`src/pkg/cts_pkg.sv`:
```
/*
  Package for the cascade trigger synchroniser: register map, field
  positions, reset values, encodings and timing constants.
  Assumes a 100 MHz pclk and an APB master with 32-bit data.
*/
package cts_pkg;

  // register byte offsets
  localparam logic [11:0] CTS_CASC_OFS = 12'h000;
  localparam logic [11:0] CTS_DLY_OFS = 12'h004;
  localparam logic [11:0] CTS_PIN_OFS = 12'h008;
  localparam logic [11:0] CTS_STAT_OFS = 12'h00C;

  // cascade control fields
  localparam int CTS_EN_BIT = 0;
  localparam int CTS_ROLE_BIT = 1;
  localparam int CTS_CYC_LSB = 16;
  // pin config fields
  localparam int CTS_DIR_BIT = 24;
  localparam int CTS_POL_BIT = 16;
  localparam int CTS_IFN_LSB = 8;
  localparam int CTS_OFN_LSB = 0;
  // status fields
  localparam int CTS_ST_DRV_BIT = 0;
  localparam int CTS_ST_WAIT_BIT = 1;
  localparam int CTS_ST_PIN_BIT = 2;
  localparam int CTS_CNT_LSB = 8;

  // encodings
  localparam logic CTS_ROLE_MASTER = 1'b1;
  localparam logic CTS_ROLE_SLAVE = 1'b0;
  localparam logic CTS_DIR_IN = 1'b1;
  localparam logic CTS_DIR_OUT = 1'b0;
  localparam logic CTS_POL_LIGHT = 1'b0;
  localparam logic [7:0] CTS_IFN_TRIG = 8'h01;
  localparam logic [7:0] CTS_OFN_TRIG = 8'h03;

  // reset values
  localparam logic [15:0] CTS_CYC_RST = 16'h0000;
  localparam logic [31:0] CTS_DLY_RST = 32'h0000_0000;
  localparam logic CTS_DIR_RST = 1'b1;
  localparam logic CTS_EN_RST = 1'b0;
  localparam logic [7:0] CTS_FN_RST = 8'h00;

  // timing
  localparam int CTS_CLK_MHZ = 100;
  localparam int CTS_US_NS = 1000;
  localparam int CTS_CLK_NS = 10;
  localparam int CTS_US_CYC = CTS_US_NS / CTS_CLK_NS;
  localparam int CTS_MS_US = 1000;
  localparam int CTS_PULSE_US = 10;
  localparam int CTS_PULSE_CYC = CTS_PULSE_US * CTS_US_CYC;

  typedef enum logic [1:0] {
    CTS_IDLE = 2'b00,
    CTS_WAIT = 2'b01,
    CTS_SCAN = 2'b10
  } cts_state_e;

endpackage

```
`src/rtl/cts_us_tick.sv`:
```
/*
  Microsecond tick generator: one-cycle pulse every microsecond of pclk.
  Assumes pclk at the rate set in the package.
*/
`timescale 1ns/1ps
`default_nettype none
module cts_us_tick
  import cts_pkg::*;
(
  // clock and reset
  input wire logic pclk,
  input wire logic presetn,
  // tick
  output logic tick
);

  logic [7:0] cnt;
  logic [7:0] next_cnt;

  always_comb begin
    if (cnt == 8'(CTS_US_CYC - 1)) begin
      next_cnt = 8'h00;
    end else begin
      next_cnt = cnt + 8'h01;
    end
  end

  always_ff @(posedge pclk or negedge presetn) begin
    if (!presetn) begin
      cnt <= 8'h00;
    end else begin
      cnt <= next_cnt;
    end
  end

  assign tick = (cnt == 8'(CTS_US_CYC - 1));

endmodule
`default_nettype wire

```
`src/rtl/cts_cascade_sync.sv`:
```
/*
  Cascade trigger synchroniser: APB register file, master trigger
  generator and slave trigger-to-scan delay on the multipurpose pin.
  Assumes a single 100 MHz pclk; the pin arrives asynchronously and the
  scan engine takes scan_start as a one-cycle request.
*/
`timescale 1ns/1ps
`default_nettype none
module cts_cascade_sync
  import cts_pkg::*;
(
  // clock and reset
  input wire logic pclk,
  input wire logic presetn,
  // apb slave
  input wire logic psel,
  input wire logic penable,
  input wire logic pwrite,
  input wire logic [11:0] paddr,
  input wire logic [31:0] pwdata,
  output logic [31:0] prdata,
  output logic pready,
  output logic pslverr,
  // multipurpose pin
  input wire logic mp_pin_in,
  output logic mp_pin_out,
  output logic mp_pin_oe,
  // scan engine
  output logic scan_start
);

  // registers
  logic casc_en, role;
  logic [15:0] cyc_ms;
  logic [31:0] dly_us;
  logic dir, pol;
  logic [7:0] ifn, ofn;
  logic next_casc_en, next_role, next_dir, next_pol;
  logic [15:0] next_cyc_ms;
  logic [31:0] next_dly_us;
  logic [7:0] next_ifn, next_ofn;
  logic [31:0] next_prdata;
  logic [7:0] trig_cnt, next_trig_cnt;

  logic wr_en, rd_en, addr_ok;

  function automatic logic ofs_hit(input logic [11:0] a);
    return a == CTS_CASC_OFS || a == CTS_DLY_OFS ||
           a == CTS_PIN_OFS || a == CTS_STAT_OFS;
  endfunction

  assign addr_ok = ofs_hit(paddr);
  assign wr_en = psel && penable && pwrite && addr_ok;
  assign rd_en = psel && !penable && !pwrite;
  assign pready = 1'b1;
  assign pslverr = psel && penable && !addr_ok;

  // mode decode
  logic is_master, is_slave, trig_out_sel, trig_in_sel;
  assign is_master = casc_en && role == CTS_ROLE_MASTER;
  assign is_slave = casc_en && role == CTS_ROLE_SLAVE;
  assign trig_out_sel = is_master && dir == CTS_DIR_OUT &&
                        ofn == CTS_OFN_TRIG;
  assign trig_in_sel = is_slave && dir == CTS_DIR_IN &&
                       ifn == CTS_IFN_TRIG;

  // pin input: three flops, change when stages two and three agree
  logic [2:0] pin_sync;
  logic pin_level, next_pin_level;
  logic pin_active, pin_active_d, trig_edge;

  always_comb begin
    next_pin_level = pin_level;
    if (pin_sync[1] == pin_sync[2]) begin
      next_pin_level = pin_sync[2];
    end
  end

  // light switching: trigger asserted when pin high, else inverted
  assign pin_active = (pol == CTS_POL_LIGHT) ? pin_level : !pin_level;
  assign trig_edge = pin_active && !pin_active_d;

  // master period generator
  logic [9:0] us_in_ms, next_us_in_ms;
  logic [15:0] ms_cnt, next_ms_cnt;
  logic us_tick, master_fire;
  logic [9:0] pulse_cnt, next_pulse_cnt;
  logic trig_drive;

  cts_us_tick u_tick (
    .pclk(pclk),
    .presetn(presetn),
    .tick(us_tick)
  );

  always_comb begin
    next_us_in_ms = us_in_ms;
    next_ms_cnt = ms_cnt;
    master_fire = 1'b0;
    if (!is_master || cyc_ms == 16'h0000) begin
      next_us_in_ms = 10'h000;
      next_ms_cnt = 16'h0000;
    end else if (us_tick) begin
      if (us_in_ms == 10'(CTS_MS_US - 1)) begin
        next_us_in_ms = 10'h000;
        if (ms_cnt >= cyc_ms - 16'h0001) begin
          next_ms_cnt = 16'h0000;
          master_fire = 1'b1;
        end else begin
          next_ms_cnt = ms_cnt + 16'h0001;
        end
      end else begin
        next_us_in_ms = us_in_ms + 10'h001;
      end
    end
  end

  always_comb begin
    next_pulse_cnt = pulse_cnt;
    if (!trig_out_sel) begin
      next_pulse_cnt = 10'h000;
    end else if (master_fire) begin
      next_pulse_cnt = 10'(CTS_PULSE_CYC);
    end else if (pulse_cnt != 10'h000) begin
      next_pulse_cnt = pulse_cnt - 10'h001;
    end
  end

  assign trig_drive = pulse_cnt != 10'h000;

  // slave delay state machine
  cts_state_e state, next_state;
  logic [31:0] dly_cnt, next_dly_cnt;

  always_comb begin
    next_state = state;
    next_dly_cnt = dly_cnt;
    if (!trig_in_sel) begin
      next_state = CTS_IDLE;
      next_dly_cnt = 32'h0;
    end else begin
      unique case (state)
        CTS_IDLE: begin
          if (trig_edge) begin
            next_dly_cnt = 32'h0;
            next_state = (dly_us == 32'h0) ? CTS_SCAN : CTS_WAIT;
          end
        end
        CTS_WAIT: begin
          if (us_tick) begin
            if (dly_cnt >= dly_us - 32'h1) begin
              next_state = CTS_SCAN;
            end else begin
              next_dly_cnt = dly_cnt + 32'h1;
            end
          end
        end
        CTS_SCAN: begin
          next_state = CTS_IDLE;
        end
        default: begin
          next_state = CTS_IDLE;
        end
      endcase
    end
  end

  // register writes and reads
  always_comb begin
    next_casc_en = casc_en;
    next_role = role;
    next_cyc_ms = cyc_ms;
    next_dly_us = dly_us;
    next_dir = dir;
    next_pol = pol;
    next_ifn = ifn;
    next_ofn = ofn;
    next_prdata = prdata;
    next_trig_cnt = trig_cnt;
    if (state == CTS_SCAN) begin
      next_trig_cnt = trig_cnt + 8'h01;
    end
    if (wr_en) begin
      unique case (paddr)
        CTS_CASC_OFS: begin
          next_casc_en = pwdata[CTS_EN_BIT];
          next_role = pwdata[CTS_ROLE_BIT];
          next_cyc_ms = pwdata[CTS_CYC_LSB +: 16];
        end
        CTS_DLY_OFS: begin
          next_dly_us = pwdata;
        end
        CTS_PIN_OFS: begin
          next_dir = pwdata[CTS_DIR_BIT];
          next_pol = pwdata[CTS_POL_BIT];
          next_ifn = pwdata[CTS_IFN_LSB +: 8];
          next_ofn = pwdata[CTS_OFN_LSB +: 8];
        end
        default: begin
          next_trig_cnt = 8'h00;
        end
      endcase
    end
    if (rd_en) begin
      next_prdata = 32'h0;
      unique case (paddr)
        CTS_CASC_OFS: begin
          next_prdata[CTS_EN_BIT] = casc_en;
          next_prdata[CTS_ROLE_BIT] = role;
          next_prdata[CTS_CYC_LSB +: 16] = cyc_ms;
        end
        CTS_DLY_OFS: next_prdata = dly_us;
        CTS_PIN_OFS: begin
          next_prdata[CTS_DIR_BIT] = dir;
          next_prdata[CTS_POL_BIT] = pol;
          next_prdata[CTS_IFN_LSB +: 8] = ifn;
          next_prdata[CTS_OFN_LSB +: 8] = ofn;
        end
        CTS_STAT_OFS: begin
          next_prdata[CTS_ST_DRV_BIT] = trig_drive;
          next_prdata[CTS_ST_WAIT_BIT] = state == CTS_WAIT;
          next_prdata[CTS_ST_PIN_BIT] = pin_active;
          next_prdata[CTS_CNT_LSB +: 8] = trig_cnt;
        end
        default: next_prdata = 32'h0;
      endcase
    end
  end

  always_ff @(posedge pclk or negedge presetn) begin
    if (!presetn) begin
      casc_en <= CTS_EN_RST;
      role <= CTS_ROLE_SLAVE;
      cyc_ms <= CTS_CYC_RST;
      dly_us <= CTS_DLY_RST;
      dir <= CTS_DIR_RST;
      pol <= CTS_POL_LIGHT;
      ifn <= CTS_FN_RST;
      ofn <= CTS_FN_RST;
      prdata <= 32'h0;
      trig_cnt <= 8'h00;
      pin_sync <= 3'b000;
      pin_level <= 1'b0;
      pin_active_d <= 1'b0;
      us_in_ms <= 10'h000;
      ms_cnt <= 16'h0000;
      pulse_cnt <= 10'h000;
      state <= CTS_IDLE;
      dly_cnt <= 32'h0;
      scan_start <= 1'b0;
      mp_pin_out <= 1'b0;
      mp_pin_oe <= 1'b0;
    end else begin
      casc_en <= next_casc_en;
      role <= next_role;
      cyc_ms <= next_cyc_ms;
      dly_us <= next_dly_us;
      dir <= next_dir;
      pol <= next_pol;
      ifn <= next_ifn;
      ofn <= next_ofn;
      prdata <= next_prdata;
      trig_cnt <= next_trig_cnt;
      pin_sync <= {pin_sync[1:0], mp_pin_in};
      pin_level <= next_pin_level;
      pin_active_d <= pin_active;
      us_in_ms <= next_us_in_ms;
      ms_cnt <= next_ms_cnt;
      pulse_cnt <= next_pulse_cnt;
      state <= next_state;
      dly_cnt <= next_dly_cnt;
      scan_start <= next_state == CTS_SCAN;
      // output driven only for master, output direction and trigger function; polarity maps active to level
      mp_pin_oe <= trig_out_sel;
      mp_pin_out <= trig_out_sel &&
                    (trig_drive ^ (pol != CTS_POL_LIGHT));
    end
  end
endmodule
`default_nettype wire

```
`config.mk`:
```
export PLATFORM = sky130hd
export DESIGN_NAME = cts_cascade_sync
export DESIGN_NICKNAME = d
export VERILOG_FILES = /design/src/pkg/cts_pkg.sv /design/src/rtl/cts_us_tick.sv /design/src/rtl/cts_cascade_sync.sv
export SDC_FILE = /design/constraint.sdc
export NUM_CORES = 1
export LEC_CHECK = 0
export BUFFER_PORTS_ARGS = -buffer_cell sky130_fd_sc_hd__buf_2
export CAP_MARGIN = 10
export CORE_MARGIN = 2
export CORE_UTILIZATION = 45
export CTS_CLUSTER_DIAMETER = 80
export CTS_CLUSTER_SIZE = 14
export DETAILED_ROUTE_END_ITERATION = 8
export PLACE_DENSITY = 0.73
export SLEW_MARGIN = 30
export SYNTH_ARGS = -nofsm -noshare
export SYNTH_HDL_FRONTEND = slang
export SYNTH_SLANG_ARGS = --single-unit
```
`constraint.sdc`:
```
create_clock -name pclk -period 5.78 [get_ports pclk]
set_input_delay 1.156 -clock pclk [delete_from_list [all_inputs] [get_ports pclk]]
set_output_delay 1.156 -clock pclk [all_outputs]
set_load 0.05 [all_outputs]
```
==> metrics <==
outcome finished, final reports clean; Max FO, Critical Path 30; first-pass GRT wire length between 40,000 and 50,000 um; Post-CTS Setup Bufs 0; Hold Crit Endpoint pin_sync[1]; Num CTS Buffers 17; vias per cell between 5 and 6; wire per inst 17.2 um; Iter 0 DRT Violations 734; mapped cell area 10,800 um2; gp weighted congestion just under 0.9; die width 159 um; Tmin final slightly above 5000 ps; clock slew at reported path FFs around 80 ps; Nets approximately 1,300; max_cap viols 0; H-tree lvl count 4; Synth area leader dfrtp_1; Seq/Total Area, Yosys approximately 45%; IO Count between 80 and 90; DP Wirelength about 18,000 um; fin crit share between 80% and 90%; RSZ-0062 raised after global routing no; async set-reset flop share out of synthesis 100%; Top FF cell, synth dfrtp_1; WP data arrival about 5500 ps; fmax around 190 MHz; pin count of the biggest net entering global routing ~110; final worst slack roughly 620 ps; area used by multi-input combinational logic approximately 5700 um2; Die H roughly 160 um; Peak VDD IR ~0.22 mV; CTS max path bufs 2; Area growth syn-to-layout 12.9%; reg-to-reg slack, setup 620 ps; Layout Cells excl Fill roughly 1,500; startpoint types register; CTS Root Cell clkbuf_16; worst r2r src dly_us[8]; Yosys reg bits 194; vias in the first global route roughly 8,000; routed wire length about 25,000 um; path type of the worst min-delay path register to register; Post-CTS Resized 0; Worst Reg-to-Reg Cells 16; pwr dens 233 nW/um2; Initial DRT Pass Iterations 5; CP Data Required Time around 6000 ps; Yosys cell types 74; EDFF count, synth 0; DRC errors left 0; Mapped Avg Cell Area around 10 um2; Net Count, Synth 1,177; Total Routing Usage GR slightly above 20%; Die ar. between 20,000 and 30,000 um2; clock skew 11.8 ps; Post-Syn Instances around 1,100; ANT nets after route 0; Synth top area share between 40 and 50%; layout cells sized above 1 20.4%; cts hold-fix bufs 0; via count roughly 8,300; CP endpoint kind register; fillcell total 2,059; Starting Density between 40% and 50%; yosys warns 0; IO Port Bufs 85; grt ovf 0; synth top area cells dfrtp_1 45%, mux2_2 7.6%, ha_1 6.6%, nor2_1 5.1%, xnor2_1 4.1%; hold path depth 0; Final Hold Viols 0; Slew Limit Fails 0; worst setup path class register to register; CTS sink cnt ~190; worst slew pin tran 951 ps; row count 56; final setup vio count 0; antenna violations before repair 0; Hold Path Origin pin_sync[0]; Skew-Pair Late Insertion Delay about 440 ps; DP Cell Count approximately 1,400; Max-Slew Margin vs Limit a little over a third; Antenna Cells 0; P_leak between 0.005 and 0.006 uW; R2R Path End dly_cnt[27]; CTS tree done; core outline area between 20,000 and 25,000 um2; pre-CTS WS around 740 ps; final setup TNS 0 ps; register area 4860 um2
## cell type report
cell class              count  share of cell area, %
inverters                  29                  0.895
well taps                 319                   3.28
clock inverters            14                   1.39
repair buffers             96                   4.26
flip-flops and latches    194                   39.9
clock buffers              18                   3.61
multi-input cells         805                   46.6
## power breakdown
group | leakage, uW | internal, uW | total [uW] | switching [uW]
sequential | 0.00258 | 1380 | 1390 | 13.6
combinational | 0.00263 | 52.6 | 211 | 159
clock | 0.000299 | 665 | 1230 | 565
total | 0.00551 | 2100 | 2840 | 738
## logic make-up after synthesis
group	share of synthesized area [%]
simple gates	18.1
flops	45.1
compound gates	12.3
xor+xnor	6.67
mux	8.51
buf+inv	2.66
fa+ha+maj	6.71
other cells	0.0348
## Yosys cell counts (5+ instances only)
library cell    n
nand2b_1        6
mux2i_1         5
ha_1           57
nor3_1         24
xor2_1         32
a21o_1          9
and3_1         18
o41ai_2         8
nor2_1        145
nand4_1        13
mux2_2         73
a21oi_1        26
nor4_1         15
a22oi_1         9
a221oi_1       21
dfrtp_1       193
inv_1          29
a31oi_1         8
clkbuf_1       32
nor2b_1        12
nand3_1        40
o31ai_1        24
or3_1           8
and2_1          6
buf_2           7
nand2_1        77
xnor2_1        50
o21ai_0        54
## layout by cell type (no fill, tap or decap), types with 17 or more instances in the layout
master,instances
buf_2,84
inv_1,29
xor2_1,32
nor3_1,24
o31ai_1,24
xnor2_1,50
nor2_1,145
dfrtp_1,193
o21ai_0,54
mux2_2,73
clkbuf_16,17
nand2_1,77
a21oi_1,26
ha_1,57
a221oi_1,21
nand3_1,40
and3_1,18
## worst max-delay path: stages (launching register included)
cell      delay [ps]
dfrtp_1          450
or4_1            590
or3_4            380
nor3_4           220
and2b_1          250
nand3_1          140
nor3_2           210
nand2_1          100
xor2_1           150
ha_1             300
and3_1           200
a221oi_1         310
a21oi_1          110
a211oi_1         500
nand2_2          180
or3_4            610
o41ai_2          360
## worst max-delay path by stage
stage	start	end	cells past startpoint
5_1_grt	dly_us[8]	dly_cnt[27]	16
4_1_cts	dly_us[8]	dly_cnt[27]	16
6_report	dly_us[8]	dly_cnt[27]	16
3_5_place_dp	dly_us[8]	dly_cnt[27]	16
3_3_place_gp	dly_us[8]	dly_cnt[8]	16
2_1_floorplan	dly_us[8]	dly_cnt[27]	17
## flip-flops by register name, indices dropped and copies added (netlist names), 2 cells and up
signal	flops
u_tick.cnt	8
cyc_ms	16
ms_cnt	16
state	2
dly_us	32
pulse_cnt	10
pin_sync	3
trig_cnt	8
us_in_ms	10
ofn	8
dly_cnt	32
ifn	8
prdata	32
## metal layers
layer,up-vias,track usage (%),wire (um)
li1,4004,-,-
met1,4060,29.5,12300
met2,199,32.0,11700
met3,29,3.13,1060
met4,0,6.09,446
met5,-,0,0
## metrics by stage
stage               cell area [um2]  hold slack (ps)  utilization (%)  power, uW
detailed placement            11500              343             49.1       1630
CTS                           12100              361             51.7       2860
floorplan                     10800              331                -       1540
global placement              11500              338             49.1       1630
finish                        12200              360             51.8       2840
global route                  12200              371             51.8       2930
Power figures use the tool's default switching activity.
